**config.mk**
```make
export PLATFORM = sky130hd
export DESIGN_NAME = swpc_port
export DESIGN_NICKNAME = d
export VERILOG_FILES = /design/src/verilog/swpc_pkg.sv /design/src/verilog/swpc_cfg_bytes.sv /design/src/verilog/swpc_port.sv
export VERILOG_INCLUDE_DIRS = /design/src /design/src/verilog
export SDC_FILE = /design/constraint.sdc
export NUM_CORES = 1
export LEC_CHECK = 0
export BUFFER_PORTS_ARGS = -buffer_cell sky130_fd_sc_hd__clkbuf_2
export CAP_MARGIN = 20
export CELL_PAD_IN_SITES_DETAIL_PLACEMENT = 0
export CELL_PAD_IN_SITES_GLOBAL_PLACEMENT = 1
export CORE_MARGIN = 4
export CORE_UTILIZATION = 48
export CTS_BUF_LIST = sky130_fd_sc_hd__clkbuf_8 sky130_fd_sc_hd__clkbuf_16
export DETAILED_ROUTE_END_ITERATION = 8
export PLACE_DENSITY = 0.91
export SLEW_MARGIN = 30
export SYNTH_ARGS = -nofsm -noshare
export SYNTH_HDL_FRONTEND = slang
export SYNTH_SLANG_ARGS = --single-unit
```
**constraint.sdc**
```tcl
create_clock -name ref_clk -period 9.8 [get_ports ref_clk]
set_input_delay 1.96 -clock ref_clk [delete_from_list [all_inputs] [get_ports ref_clk]]
set_output_delay 1.96 -clock ref_clk [all_outputs]
set_load 0.02 [all_outputs]
```
**src/verilog/swpc_consts.svh**
```systemverilog
`ifndef SWPC_CONSTS_SVH
`define SWPC_CONSTS_SVH

// Configuration byte addresses
`define SWPC_ADDR_RSTL 8'h68
`define SWPC_ADDR_MSP 8'h69
`define SWPC_ADDR_W0L 8'h6A
`define SWPC_ADDR_REC 8'h6B
`define SWPC_ADDR_PULLUP_RESISTOR_CFG 8'h6C
`define SWPC_ADDR_W1L 8'h6D
`define SWPC_NUM_CFG 6

// Reset codes; macros so they can be changed per build
`define SWPC_RST_RSTL 8'h00
`define SWPC_RST_MSP 8'h00
`define SWPC_RST_W0L 8'h00
`define SWPC_RST_REC 8'h00
`define SWPC_RST_PULLUP_RESISTOR_CFG 8'h00
`define SWPC_RST_W1L 8'h00

// Nibble fields
`define SWPC_STD_LSB 0
`define SWPC_OD_LSB 4

// Fixed active pull-up after reset-low and presence-low, in ns
`define SWPC_FIXED_APU_STD_NS 2500
`define SWPC_FIXED_APU_OD_NS 500
`define SWPC_CLK_PERIOD_NS 4
`define SWPC_FIXED_APU_STD_CYC (`SWPC_FIXED_APU_STD_NS / `SWPC_CLK_PERIOD_NS)
`define SWPC_FIXED_APU_OD_CYC (`SWPC_FIXED_APU_OD_NS / `SWPC_CLK_PERIOD_NS)

`endif

```
**src/verilog/swpc_pkg.sv**
```systemverilog
`default_nettype none

package swpc_pkg;

    typedef enum logic [1:0] {
        SWPC_LINE_NORMAL,
        SWPC_LINE_PORT_DOWN,
        SWPC_LINE_SLEEP
    } swpc_line_mode_t;

    typedef struct packed {
        logic [3:0] reset_low_time_std;
        logic [3:0] reset_low_time_od;
        logic [3:0] presence_sample_time_std;
        logic [3:0] presence_sample_time_od;
        logic [3:0] write_zero_low_time_std;
        logic [3:0] write_zero_low_time_od;
        logic [3:0] recovery_time;
        logic [3:0] weak_pullup_resistor;
        logic [3:0] write_one_low_time_od;
    } swpc_timing_t;

    typedef struct packed {
        logic weak_pullup_connect;
        logic drive_low;
        logic apu_transistor_on;
    } swpc_pad_ctl_t;

endpackage

`default_nettype wire

```
**src/verilog/swpc_cfg_bytes.sv**
```systemverilog
`timescale 1ns/1ps
`default_nettype none
`include "swpc_consts.svh"

module swpc_cfg_bytes
(
    input wire logic ref_clk,
    input wire logic reset,
    input wire logic soft_reset,
    input wire logic wr_ack,
    input wire logic [7:0] wr_addr,
    input wire logic [7:0] wr_data,
    input wire logic line_busy_flag,
    input wire logic [7:0] rd_addr,
    output logic [7:0] rd_data,
    output logic rd_hit,
    output swpc_pkg::swpc_timing_t timing
);

    localparam logic [7:0] RST_CODE [`SWPC_NUM_CFG] = '{
        `SWPC_RST_RSTL, `SWPC_RST_MSP, `SWPC_RST_W0L,
        `SWPC_RST_REC, `SWPC_RST_PULLUP_RESISTOR_CFG, `SWPC_RST_W1L};

    logic [7:0] stored_reg [`SWPC_NUM_CFG];
    logic [7:0] active_reg [`SWPC_NUM_CFG];
    logic [`SWPC_NUM_CFG-1:0] pending_reg;

    genvar gi;
    generate
        for (gi = 0; gi < `SWPC_NUM_CFG; gi++)
        begin : g_byte
            logic hit;
            assign hit = wr_ack && (wr_addr == `SWPC_ADDR_RSTL + 8'(gi));
            // Stored byte keeps all eight bits, upper nibble included
            always_ff @(posedge ref_clk or posedge reset)
            begin
                if (reset)
                    stored_reg[gi] <= RST_CODE[gi];
                else if (soft_reset)
                    stored_reg[gi] <= RST_CODE[gi];
                else if (hit)
                    stored_reg[gi] <= wr_data;
            end
            always_ff @(posedge ref_clk or posedge reset)
            begin
                if (reset)
                    pending_reg[gi] <= 1'b0;
                else if (soft_reset)
                    pending_reg[gi] <= 1'b0;
                else if (hit && line_busy_flag)
                    pending_reg[gi] <= 1'b1;
                else if (!line_busy_flag)
                    pending_reg[gi] <= 1'b0;
            end
            always_ff @(posedge ref_clk or posedge reset)
            begin
                if (reset)
                    active_reg[gi] <= RST_CODE[gi];
                else if (soft_reset)
                    active_reg[gi] <= RST_CODE[gi];
                else if (hit && !line_busy_flag)
                    active_reg[gi] <= wr_data;
                else if (pending_reg[gi] && !line_busy_flag)
                    active_reg[gi] <= stored_reg[gi];
            end
        end
    endgenerate

    always_comb
    begin
        rd_hit = (rd_addr >= `SWPC_ADDR_RSTL) && (rd_addr <= `SWPC_ADDR_W1L);
        rd_data = 8'h00;
        for (int i = 0; i < `SWPC_NUM_CFG; i++)
        begin
            if (rd_addr == `SWPC_ADDR_RSTL + 8'(i))
                rd_data = stored_reg[i];
        end
    end

    // Upper nibbles of the last three bytes are never decoded
    always_comb
    begin
        timing.reset_low_time_std = active_reg[0][`SWPC_STD_LSB +: 4];
        timing.reset_low_time_od = active_reg[0][`SWPC_OD_LSB +: 4];
        timing.presence_sample_time_std = active_reg[1][`SWPC_STD_LSB +: 4];
        timing.presence_sample_time_od = active_reg[1][`SWPC_OD_LSB +: 4];
        timing.write_zero_low_time_std = active_reg[2][`SWPC_STD_LSB +: 4];
        timing.write_zero_low_time_od = active_reg[2][`SWPC_OD_LSB +: 4];
        timing.recovery_time = active_reg[3][`SWPC_STD_LSB +: 4];
        timing.weak_pullup_resistor = active_reg[4][`SWPC_STD_LSB +: 4];
        timing.write_one_low_time_od = active_reg[5][`SWPC_STD_LSB +: 4];
    end

endmodule
`default_nettype wire

```
**src/verilog/swpc_port.sv**
```systemverilog
// Functional notes
// - Sleep pin low: weak pull-up off, line held at 0V.
// - Sleep high, power-down 0: weak pull-up on, normal operation.
// - Sleep high, power-down 1: weak pull-up off, line driven to 0V.
// - Active-pullup enable chooses resistor-only or transistor-assisted rising edges.
// - No active pull-up on short-circuit recovery rising edge.
// - Fixed 2.5us/0.5us active pull-up after reset-low and presence-low edges.
// - Transistor switches on once line reaches pull-up switch threshold.
// - Transistor stays on until slot end, unless strong pull-up.
// - Slot pull-up ends at slot_end or on disable, power-down or sleep; recovery and write-one codes do not bound it.
// - Six configuration bytes at addresses 68h through 6Dh.
// - Reset-low, presence-sample, write-zero: low nibble standard, high overdrive.
// - Recovery and resistor codes both speeds; write-one code overdrive only.
// - Upper nibbles of 6Bh-6Dh writable but without effect.
// - Every device reset returns configuration bytes to defaults.
// - One write from 68h may update all six bytes in sequence.
// - New code applies at data acknowledge edge when line not busy.
// - Strong pull-up ends on line command, bit cleared, power-down, master reset.
// - Power-down defaults 0; sleep pin rising forces power-on reset.
`timescale 1ns/1ps
`default_nettype none
`include "swpc_consts.svh"

module swpc_port
(
    input wire logic ref_clk,
    input wire logic reset,
    input wire logic sleep_pin_n,
    input wire logic master_reset_cmd,
    input wire logic line_cmd_start,
    input wire logic cfg_wr_ack,
    input wire logic [7:0] cfg_wr_addr,
    input wire logic [7:0] cfg_wr_data,
    input wire logic [7:0] cfg_rd_addr,
    output logic [7:0] cfg_rd_data,
    output logic cfg_rd_hit,
    input wire logic ctl_wr,
    input wire logic ctl_port_power_down,
    input wire logic ctl_active_pullup_enable,
    input wire logic ctl_strong_pullup_enable,
    output logic port_power_down,
    output logic active_pullup_enable,
    output logic strong_pullup_enable,
    input wire logic line_busy_flag,
    input wire logic overdrive,
    input wire logic line_released,
    input wire logic edge_is_short_recovery,
    input wire logic edge_after_reset_or_presence,
    input wire logic slot_end,
    input wire logic line_above_threshold,
    output swpc_pkg::swpc_timing_t timing,
    output swpc_pkg::swpc_line_mode_t line_mode,
    output swpc_pkg::swpc_pad_ctl_t pad_ctl
);

    localparam logic [9:0] FIXED_STD = 10'(`SWPC_FIXED_APU_STD_CYC);
    localparam logic [9:0] FIXED_OD = 10'(`SWPC_FIXED_APU_OD_CYC);

    typedef enum logic [1:0] {
        ST_IDLE,
        ST_WAIT_THRESH,
        ST_SLOT_ON,
        ST_FIXED_ON
    } swpc_apu_state_t;

    logic slp_meta_reg;
    logic slp_sync_reg;
    logic slp_prev_reg;
    logic thr_meta_reg;
    logic thr_sync_reg;
    logic wake_pulse;
    logic soft_reset;
    logic spu_end;
    swpc_apu_state_t apu_state_reg;
    swpc_apu_state_t apu_state_next;
    logic [9:0] fixed_cnt_reg;
    logic fixed_edge_reg;
    logic apu_on_next;
    logic apu_on_reg;
    logic sleeping;
    logic apu_req;
    logic apu_abort;
    logic [9:0] fixed_load;
    logic spu_end_cmd;
    logic spu_end_bit;
    logic spu_end_pdn;
    logic weak_conn_reg;
    logic drive_low_reg;

    // Pin inputs cross into ref_clk through two flops
    always_ff @(posedge ref_clk or posedge reset)
    begin
        if (reset)
        begin
            slp_meta_reg <= 1'b0;
            slp_sync_reg <= 1'b0;
        end
        else
        begin
            slp_meta_reg <= sleep_pin_n;
            slp_sync_reg <= slp_meta_reg;
        end
    end

    // Reset low like a sleeping pin, so power-up itself gives one wake reset
    always_ff @(posedge ref_clk or posedge reset)
    begin
        if (reset)
            slp_prev_reg <= 1'b0;
        else
            slp_prev_reg <= slp_sync_reg;
    end

    // Threshold comparator is analog and free-running
    always_ff @(posedge ref_clk or posedge reset)
    begin
        if (reset)
        begin
            thr_meta_reg <= 1'b0;
            thr_sync_reg <= 1'b0;
        end
        else
        begin
            thr_meta_reg <= line_above_threshold;
            thr_sync_reg <= thr_meta_reg;
        end
    end

    assign sleeping = !slp_sync_reg;
    assign wake_pulse = slp_sync_reg && !slp_prev_reg;
    // Sleep period and wake both reset, so a sleep-pin pulse counts as device reset
    assign soft_reset = wake_pulse || sleeping || master_reset_cmd;

    swpc_cfg_bytes u_cfg
    (
        .ref_clk(ref_clk),
        .reset(reset),
        .soft_reset(soft_reset),
        .wr_ack(cfg_wr_ack),
        .wr_addr(cfg_wr_addr),
        .wr_data(cfg_wr_data),
        .line_busy_flag(line_busy_flag),
        .rd_addr(cfg_rd_addr),
        .rd_data(cfg_rd_data),
        .rd_hit(cfg_rd_hit),
        .timing(timing)
    );

    always_ff @(posedge ref_clk or posedge reset)
    begin
        if (reset)
            port_power_down <= 1'b0;
        else if (soft_reset)
            port_power_down <= 1'b0;
        else if (ctl_wr)
            port_power_down <= ctl_port_power_down;
    end

    always_ff @(posedge ref_clk or posedge reset)
    begin
        if (reset)
            active_pullup_enable <= 1'b0;
        else if (soft_reset)
            active_pullup_enable <= 1'b0;
        else if (ctl_wr)
            active_pullup_enable <= ctl_active_pullup_enable;
    end

    assign spu_end_cmd = line_cmd_start;
    assign spu_end_bit = ctl_wr && !ctl_strong_pullup_enable;
    assign spu_end_pdn = ctl_wr && ctl_port_power_down;
    // Master reset is not listed here; soft_reset covers it
    assign spu_end = spu_end_cmd || spu_end_bit || spu_end_pdn;

    always_ff @(posedge ref_clk or posedge reset)
    begin
        if (reset)
            strong_pullup_enable <= 1'b0;
        else if (soft_reset || spu_end)
            strong_pullup_enable <= 1'b0;
        else if (ctl_wr)
            strong_pullup_enable <= ctl_strong_pullup_enable;
    end

    assign apu_req = line_released && active_pullup_enable && !edge_is_short_recovery;
    // Disable, power-down or sleep send the pull-up state machine to idle; after disable a strong pull-up keeps the transistor on
    assign apu_abort = !active_pullup_enable || port_power_down || sleeping;

    always_comb
    begin
        apu_state_next = apu_state_reg;
        unique case (apu_state_reg)
            ST_IDLE:
            begin
                if (apu_req)
                    apu_state_next = ST_WAIT_THRESH;
            end
            ST_WAIT_THRESH:
            begin
                if (thr_sync_reg)
                    apu_state_next = fixed_edge_reg ? ST_FIXED_ON : ST_SLOT_ON;
                else if (slot_end)
                    apu_state_next = ST_IDLE;
            end
            ST_SLOT_ON:
            begin
                if (slot_end)
                    apu_state_next = ST_IDLE;
            end
            ST_FIXED_ON:
            begin
                if (fixed_cnt_reg == 10'h001)
                    apu_state_next = ST_IDLE;
            end
        endcase
        if (apu_abort)
            apu_state_next = ST_IDLE;
    end

    always_ff @(posedge ref_clk or posedge reset)
    begin
        if (reset)
            apu_state_reg <= ST_IDLE;
        else
            apu_state_reg <= apu_state_next;
    end

    // Qualifier caught with the release, since the far side may change it later
    always_ff @(posedge ref_clk or posedge reset)
    begin
        if (reset)
            fixed_edge_reg <= 1'b0;
        else if (apu_state_reg == ST_IDLE && line_released)
            fixed_edge_reg <= edge_after_reset_or_presence;
    end

    always_ff @(posedge ref_clk or posedge reset)
    begin
        if (reset)
            fixed_cnt_reg <= 10'h000;
        else if (apu_state_reg == ST_WAIT_THRESH)
            fixed_cnt_reg <= fixed_load;
        else if (fixed_cnt_reg != 10'h000)
            fixed_cnt_reg <= fixed_cnt_reg - 10'h001;
    end

    // Speed chosen at load; a speed change mid pull-up is not followed
    assign fixed_load = overdrive ? FIXED_OD : FIXED_STD;

    // Strong pull-up shares the same transistor and outlives the slot
    assign apu_on_next = (apu_state_next == ST_SLOT_ON) || (apu_state_next == ST_FIXED_ON)
        || (strong_pullup_enable && !spu_end && !soft_reset && slp_sync_reg);

    always_ff @(posedge ref_clk or posedge reset)
    begin
        if (reset)
            apu_on_reg <= 1'b0;
        else
            apu_on_reg <= apu_on_next;
    end

    // Sleep outranks power-down; both drop slave power
    always_ff @(posedge ref_clk or posedge reset)
    begin
        if (reset)
            line_mode <= swpc_pkg::SWPC_LINE_SLEEP;
        else if (sleeping)
            line_mode <= swpc_pkg::SWPC_LINE_SLEEP;
        else if (port_power_down)
            line_mode <= swpc_pkg::SWPC_LINE_PORT_DOWN;
        else
            line_mode <= swpc_pkg::SWPC_LINE_NORMAL;
    end

    always_ff @(posedge ref_clk or posedge reset)
    begin
        if (reset)
            weak_conn_reg <= 1'b0;
        else
            weak_conn_reg <= slp_sync_reg && !port_power_down;
    end

    // Line held low from reset until the mode is known
    always_ff @(posedge ref_clk or posedge reset)
    begin
        if (reset)
            drive_low_reg <= 1'b1;
        else
            drive_low_reg <= sleeping || port_power_down;
    end

    // Transistor gated by drive_low so it never fights the pulldown
    always_comb
    begin
        pad_ctl.weak_pullup_connect = weak_conn_reg;
        pad_ctl.drive_low = drive_low_reg;
        pad_ctl.apu_transistor_on = apu_on_reg && !drive_low_reg;
    end

endmodule
`default_nettype wire
```
==> results of run 1 <==
## routing by layer
metal	wire length, um	track usage [%]	part of all wire (%)
met1	6122	30.63	43
met2	6937	34.39	49
met3	991	6.838	6.9
met4	247	7.416	1.7
met5	0	0	0
## Yosys cell counts (all sizes together) (2+ instances only)
cell / n
dfrtp: 114
mux2i: 79
nor2: 68
nand2: 31
o2bb2ai: 28
clkbuf: 20
inv: 19
a21oi: 13
buf: 12
nor3: 10
o21ai: 10
mux2: 9
o22ai: 9
o31ai: 8
mux4: 7
a22oi: 6
nand2b: 6
nor4: 6
or4: 5
nand3: 4
o211ai: 4
a211oi: 3
and3: 3
ha: 3
nor2b: 3
or2: 3
xnor2: 3
a31oi: 2
dfstp: 2
nand4b: 2
nand4bb: 2
o31a: 2
or3: 2
xor2: 2
## logic make-up (layout without fill, tap and decap cells)
kind of cell	count (synthesis)	in the layout
flip-flops	116	116
buffers and inverters	51	150
multiplexers	95	95
adder cells (fa/ha/maj)	3	3
AND/OR/NAND/NOR	153	153
XOR/XNOR	5	5
AO/OA/AOI/OAI	90	90
## per-stage QoR
step / cell area, um^2 / setup slack (ns)
after floorplan: 5733 / 4.580
after global placement: 6275 / 4.407
after detailed placement: 6285 / 4.365
after CTS: 6895 / 4.361
after global routing: 6904 / 4.256
final: 6904 / 4.375
## worst max-delay path, cell delays in order
cell	delay [ns]
clkbuf_2	0.31
mux2_2	0.40
mux4_2	0.46
nand2_1	0.08
a21oi_1	0.07
clkbuf_2	0.18
## worst paths after layout
| kind | startpoint | end | slack [ns] |
|---|---|---|---|
| min reg2reg | slp_meta_reg$_DFF_PP0_ | slp_sync_reg$_DFF_PP0_ | 0.35 |
| max reg2reg | slp_sync_reg$_DFF_PP0_ | u_cfg.timing[23]$_DFFE_PP0P_ | 7.65 |
| min | slp_meta_reg$_DFF_PP0_ | slp_sync_reg$_DFF_PP0_ | 0.35 |
| max in group asynchronous | reset | u_cfg.stored_reg[31]$_DFFE_PP0P_ | 7.16 |
| max | cfg_rd_addr[1] | cfg_rd_data[3] | 4.38 |
| min in group asynchronous | reset | slp_sync_reg$_DFF_PP0_ | 1.59 |
## area by class of cell
type / count / area, um^2 / area share, %
Sequential cell: 116 / 2905 / 42.08
Multi-Input combinational cell: 346 / 2621 / 37.97
Timing Repair Buffer: 99 / 514.2 / 7.448
Clock buffer: 21 / 480.5 / 6.959
Tap cell: 143 / 178.9 / 2.592
Clock inverter: 11 / 130.1 / 1.885
Inverter: 19 / 73.82 / 1.069
## power groups by stage
| stage | clock [uW] | sequential, uW | combinational [uW] |
|---|---|---|---|
| global placement | 0 | 533 | 96.0 |
| detailed placement | 0 | 535 | 102 |
| finish | 632 | 527 | 101 |
| floorplan | 0 | 526 | 77.8 |
| CTS | 640 | 527 | 102 |
| global route | 665 | 533 | 113 |
==> reports/results.txt, run 1 <==
Largest family of logic cells by synthesized area: multiplexers
Slew HR: 51.83%
CTS tree: yes
Worst-path clk slew: 0.05 ns
H-tree levels: 4
Setup TNS: 0 ns
Fill cells: 946
Pwr Density: 182.6 nW/um^2
WHS: 0.3460 ns
Fin. max-slew vios: 0
Antenna Violating Nets Remaining: 0
DIE WIDTH: 117.3 um
Tightest Pin Transition: 0.7177 ns
Worst setup SP type: input pin
Iteration-0 DRC Markers: 217
Area grow syn2layout: 20.43%
Compound-Gate Fraction of Synth Area: 11.39%
Post-Syn Nets: 557
Via count: 4377
Share of the synthesized area in the top cell type: 49.76%
Simple-gate share of the synthesized area: 14.23%
Drt total wl: 14.30 mm
Register bit count reported by yosys: 116
Peak Freq: 184.3 MHz
Final #Nets: 643
Hold depth: 0
Area leader, netlist: dfrtp_1
NetSw: 298.1 uW
Seq/Total Area, Yosys: 50.68%
Post-synth ARST share: 100.0%
Largest cells by area after synthesis: dfrtp_1 50%, mux2i_1 14%, nor2_1 4.5%, o2bb2ai_1 4.3%, mux4_2 2.7%
Int Pwr: 962.5 uW
Largest register FFs: 48
WP data required: 7.84 ns
Clock power share: 50.2%
Share of layout cells above drive strength 1: 27.78%
Pre-Repair DR Iteration Count: 4
Total CTS buffers: 17
Largest net degree at the start of global routing: 72
Core area: 11560 um^2
Fin cells: 755
CTS Buffer Depth: 2
Crit path kind: in2out
Clock insertion delay at the later pin of the skew report: 0.41 ns
Sequential share of power: 41.8%
Final Util: 59.70%
Commonest non-fill, non-tap cells in the layout: 114 x dfrtp_1, 93 x clkbuf_2, 79 x mux2i_1, 68 x nor2_1, 30 x nand2_1
Period minus WS final: 5.425 ns
Final Wtd Congestion: 0.8791
Critical Path AT: 3.47 ns
Synth Area in XOR/XNOR: 0.7639%
Vias/cell: 5.797
Top_reg_cell synth: dfrtp_1
Post-DP HPWL: 10.18 mm
CP Max Fanout: 17
Final setup viols: 0
Adder-cell area share of the yosys netlist: 0.6547%
Vias in the first global route: 4456
Std-Cell Rows: 39
DRC viols: 0
Initial antenna violation count: 0
Post_cts resized: 0
Synth Cell Area: 5733 um^2
PortBufs: 93
Hold buffers post-CTS: 0
RSZ-0062 raised after global routing: no
Worst R2R Path Depth: 5
Placed instance count: 723
Leak: 0.003109 uW
Sw Share: 23.65%
HP Class: reg2reg
Mux cell area share after synthesis: 18.31%
Distinct cells, synth: 60
Post-Syn Area per Cell: 11.18 um^2
Post-CTS setup buffers: 0
N_diodes: 0
Clk sinks: 116
Die Y: 117.3 um
Final period utilization: 55.36%
Yosys warning count: 0
Status: complete, no violations
CTS root buffer: clkbuf_16
Most common library cell in the layout ignoring fill and taps: dfrtp_1
Worst Setup End Kind: output port
Peak VDD IR: 0.1199 mV
Pwr Total: 1261 uW
GRT overflow: 0
Die area: 13760 um^2
Number of synthesized flops with an enable pin: 0
Initial Utilization: 49.57%
Final Hold Vio Count: 0
Mean routed wirelength per cell: 18.94 um
Gate power share: 8.0%
First-pass GRT wire length: 23.36 mm
Worst Skew: 0.004604 ns
I/O pin count: 94
GR Util All Layers: 22.44%
Maxcap violations: 0
Cell count after synthesis: 513
Note: power is estimated with default switching activity, not from simulation.
==> run 2, diff against run 1 <==
Settings changed: CORE_UTILIZATION 48 to 45, PLACE_DENSITY 0.91 to 0.86.
Clock period 9.8 ns to 5 ns, I/O delays scaled along.
==> reports/results.txt, run 2 (synthesis gave the netlist of run 1 again) <==
Status: complete, no violations
Initial Utilization: 46.76%
Share of layout cells above drive strength 1: 27.08%
Peak Freq: 283.7 MHz
Post-DP Area: 6324 um^2
Crit path kind: in2out
Mean routed wirelength per cell: 18.99 um
DRC viols: 0
Worst Setup End Kind: output port
Final setup viols: 0
Area grow syn2layout: 19.86%
PortBufs: 93
Iteration-0 DRC Markers: 321
Start of the worst register-to-register path: slp_sync_reg$_DFF_PP0_
Tightest Pin Transition: 0.9358 ns
WL met3: 864 um
Hold depth: 0
Drt total wl: 14.83 mm
Worst R2R Path Depth: 4
Slowest CP cell: mux4_2
GRT overflow: 0
Largest register FFs: 48
Final #Nets: 644
Final Hold Vio Count: 0
Peak VDD IR: 0.2927 mV
Period minus WS final: 3.525 ns
WP data required: 4.00 ns
DIE WIDTH: 120.9 um
Post-DP HPWL: 10.42 mm
Setup TNS: 0 ns
Clk sinks: 116
Hold endpoint: slp_sync_reg$_DFF_PP0_
Commonest non-fill, non-tap cells in the layout: 114 x dfrtp_1, 93 x clkbuf_2, 79 x mux2i_1, 68 x nor2_1, 30 x nand2_1
HP Class: reg2reg
Antenna Violating Nets Remaining: 0
Pwr Density: 339.5 nW/um^2
Worst setup SP type: input pin
Total CTS buffers: 17
Die area: 14610 um^2
Slew HR: 37.08%
CTS tree: yes
CP Max Fanout: 17
Worst Skew: 0.004804 ns
CTS Buffer Depth: 2
Clock insertion delay at the later pin of the skew report: 0.41 ns
GR Util All Layers: 21.44%
Critical Path Most Common Cell: clkbuf_2
Reg2Reg Setup Slack: 2.52 ns
Most common library cell in the layout ignoring fill and taps: dfrtp_1
Die Y: 120.9 um
Met2 routed WL: 7.125 mm
RSZ-0062 raised after global routing: no
CTS root buffer: clkbuf_16
Setup ws final: 1.475 ns
Fin. max-slew vios: 0
Initial antenna violation count: 0
Final period utilization: 70.50%
Post_cts resized: 0
Maxcap violations: 0
Hold buffers post-CTS: 0
Largest net degree at the start of global routing: 90
Post-CTS setup buffers: 0
Hold Crit Start: slp_meta_reg$_DFF_PP0_
Final instance area: 6872 um^2
N_diodes: 0
Worst-path cell chain: clkbuf_2 > mux2_2 > mux4_2 > nand2_1 > a21oi_1 > clkbuf_2
Critical Path AT: 2.52 ns
I/O pin count: 94
Setup WS pre-CTS: 1.494 ns
H-tree levels: 4
Highest metal used: met4
Core area: 12260 um^2
Largest stage delay, worst path: 0.45 ns
First-pass GRT wire length: 24.25 mm
Std-Cell Rows: 40
Final Wtd Congestion: 0.8532
Vias/cell: 5.580
Pre-Repair DR Iteration Count: 5
Fill cells: 1060
Leak: 0.003081 uW
Worst flop-to-flop path endpoint: u_cfg.timing[29]$_DFFE_PP0P_
Post-Route M1 WL: 6.642 mm
Vias in the first global route: 4562
Via count: 4358
Worst-path clk slew: 0.05 ns
[run 2: cell types whose count changed in the layout (fill, tap and decap cells not counted), sizes merged]
cell      previous run  this run
buf                  6         7
inv                 19        23
clkinv               8         7
clkbuf             114       111
clkinvlp             0         2
bufinv               3         1
[run 2: per-layer routing]
metal | vias to the layer above | GRT usage, %
met3 | 20 | 6.387
met1 | 2175 | 29.04
met2 | 119 | 33.73
met4 | 0 | 5.807
li1 | 2044 | -
met5 | - | 0
[run 2: where the power goes]
group          switching, uW  total, uW  internal (uW)
Combinational            125        202           77.3
Sequential              54.1       1040            983
Clock                    413       1090            681
Total                    592       2330           1740
[run 2: worst max-delay path by stage]
| stage | startpoint | end | cells past startpoint |
|---|---|---|---|
| after CTS | cfg_rd_addr[1] | cfg_rd_data[3] | 6 |
| after global placement | master_reset_cmd | u_cfg.timing[34]$_DFFE_PP0P_ | 5 |
| final | cfg_rd_addr[1] | cfg_rd_data[3] | 6 |
| after global routing | cfg_rd_addr[1] | cfg_rd_data[3] | 6 |
| after floorplan | reset | active_pullup_enable$_DFFE_PP0P_ | 1 |
| after detailed placement | cfg_rd_addr[1] | cfg_rd_data[3] | 6 |
[run 2: metrics by stage]
| stage | hold slack (ns) | util [%] | total power, uW | cells |
|---|---|---|---|---|
| finish | 0.3453 | 56.04 | 2333 | 781 |
| global route | 0.3549 | 56.04 | 2428 | 781 |
| CTS | 0.3504 | 55.96 | 2340 | 781 |
| detailed placement | 0.3373 | 51.57 | 1250 | 749 |
| global placement | 0.3353 | 51.43 | 1237 | 748 |
| floorplan | 0.3312 | - | 1184 | 513 |
[run 2: worst max-delay path: cells and delay by family]
kind,cells,cell delay [ns]
AO/OA/AOI/OAI,1,0.08
buffers and inverters,2,0.50
multiplexers,2,0.85
AND/OR/NAND/NOR,1,0.08
[run 2: final cells by class]
| cell class | count | area, um^2 | area share [%] |
|---|---|---|---|
| inverter | 19 | 76.32 | 1.111 |
| multi-input combinational | 346 | 2616 | 38.07 |
| sequential | 116 | 2905 | 42.28 |
| clock buffer | 18 | 439.2 | 6.391 |
| tap | 168 | 210.2 | 3.059 |
| clock inverter | 14 | 98.84 | 1.438 |
| timing repair buffer | 100 | 525.5 | 7.647 |
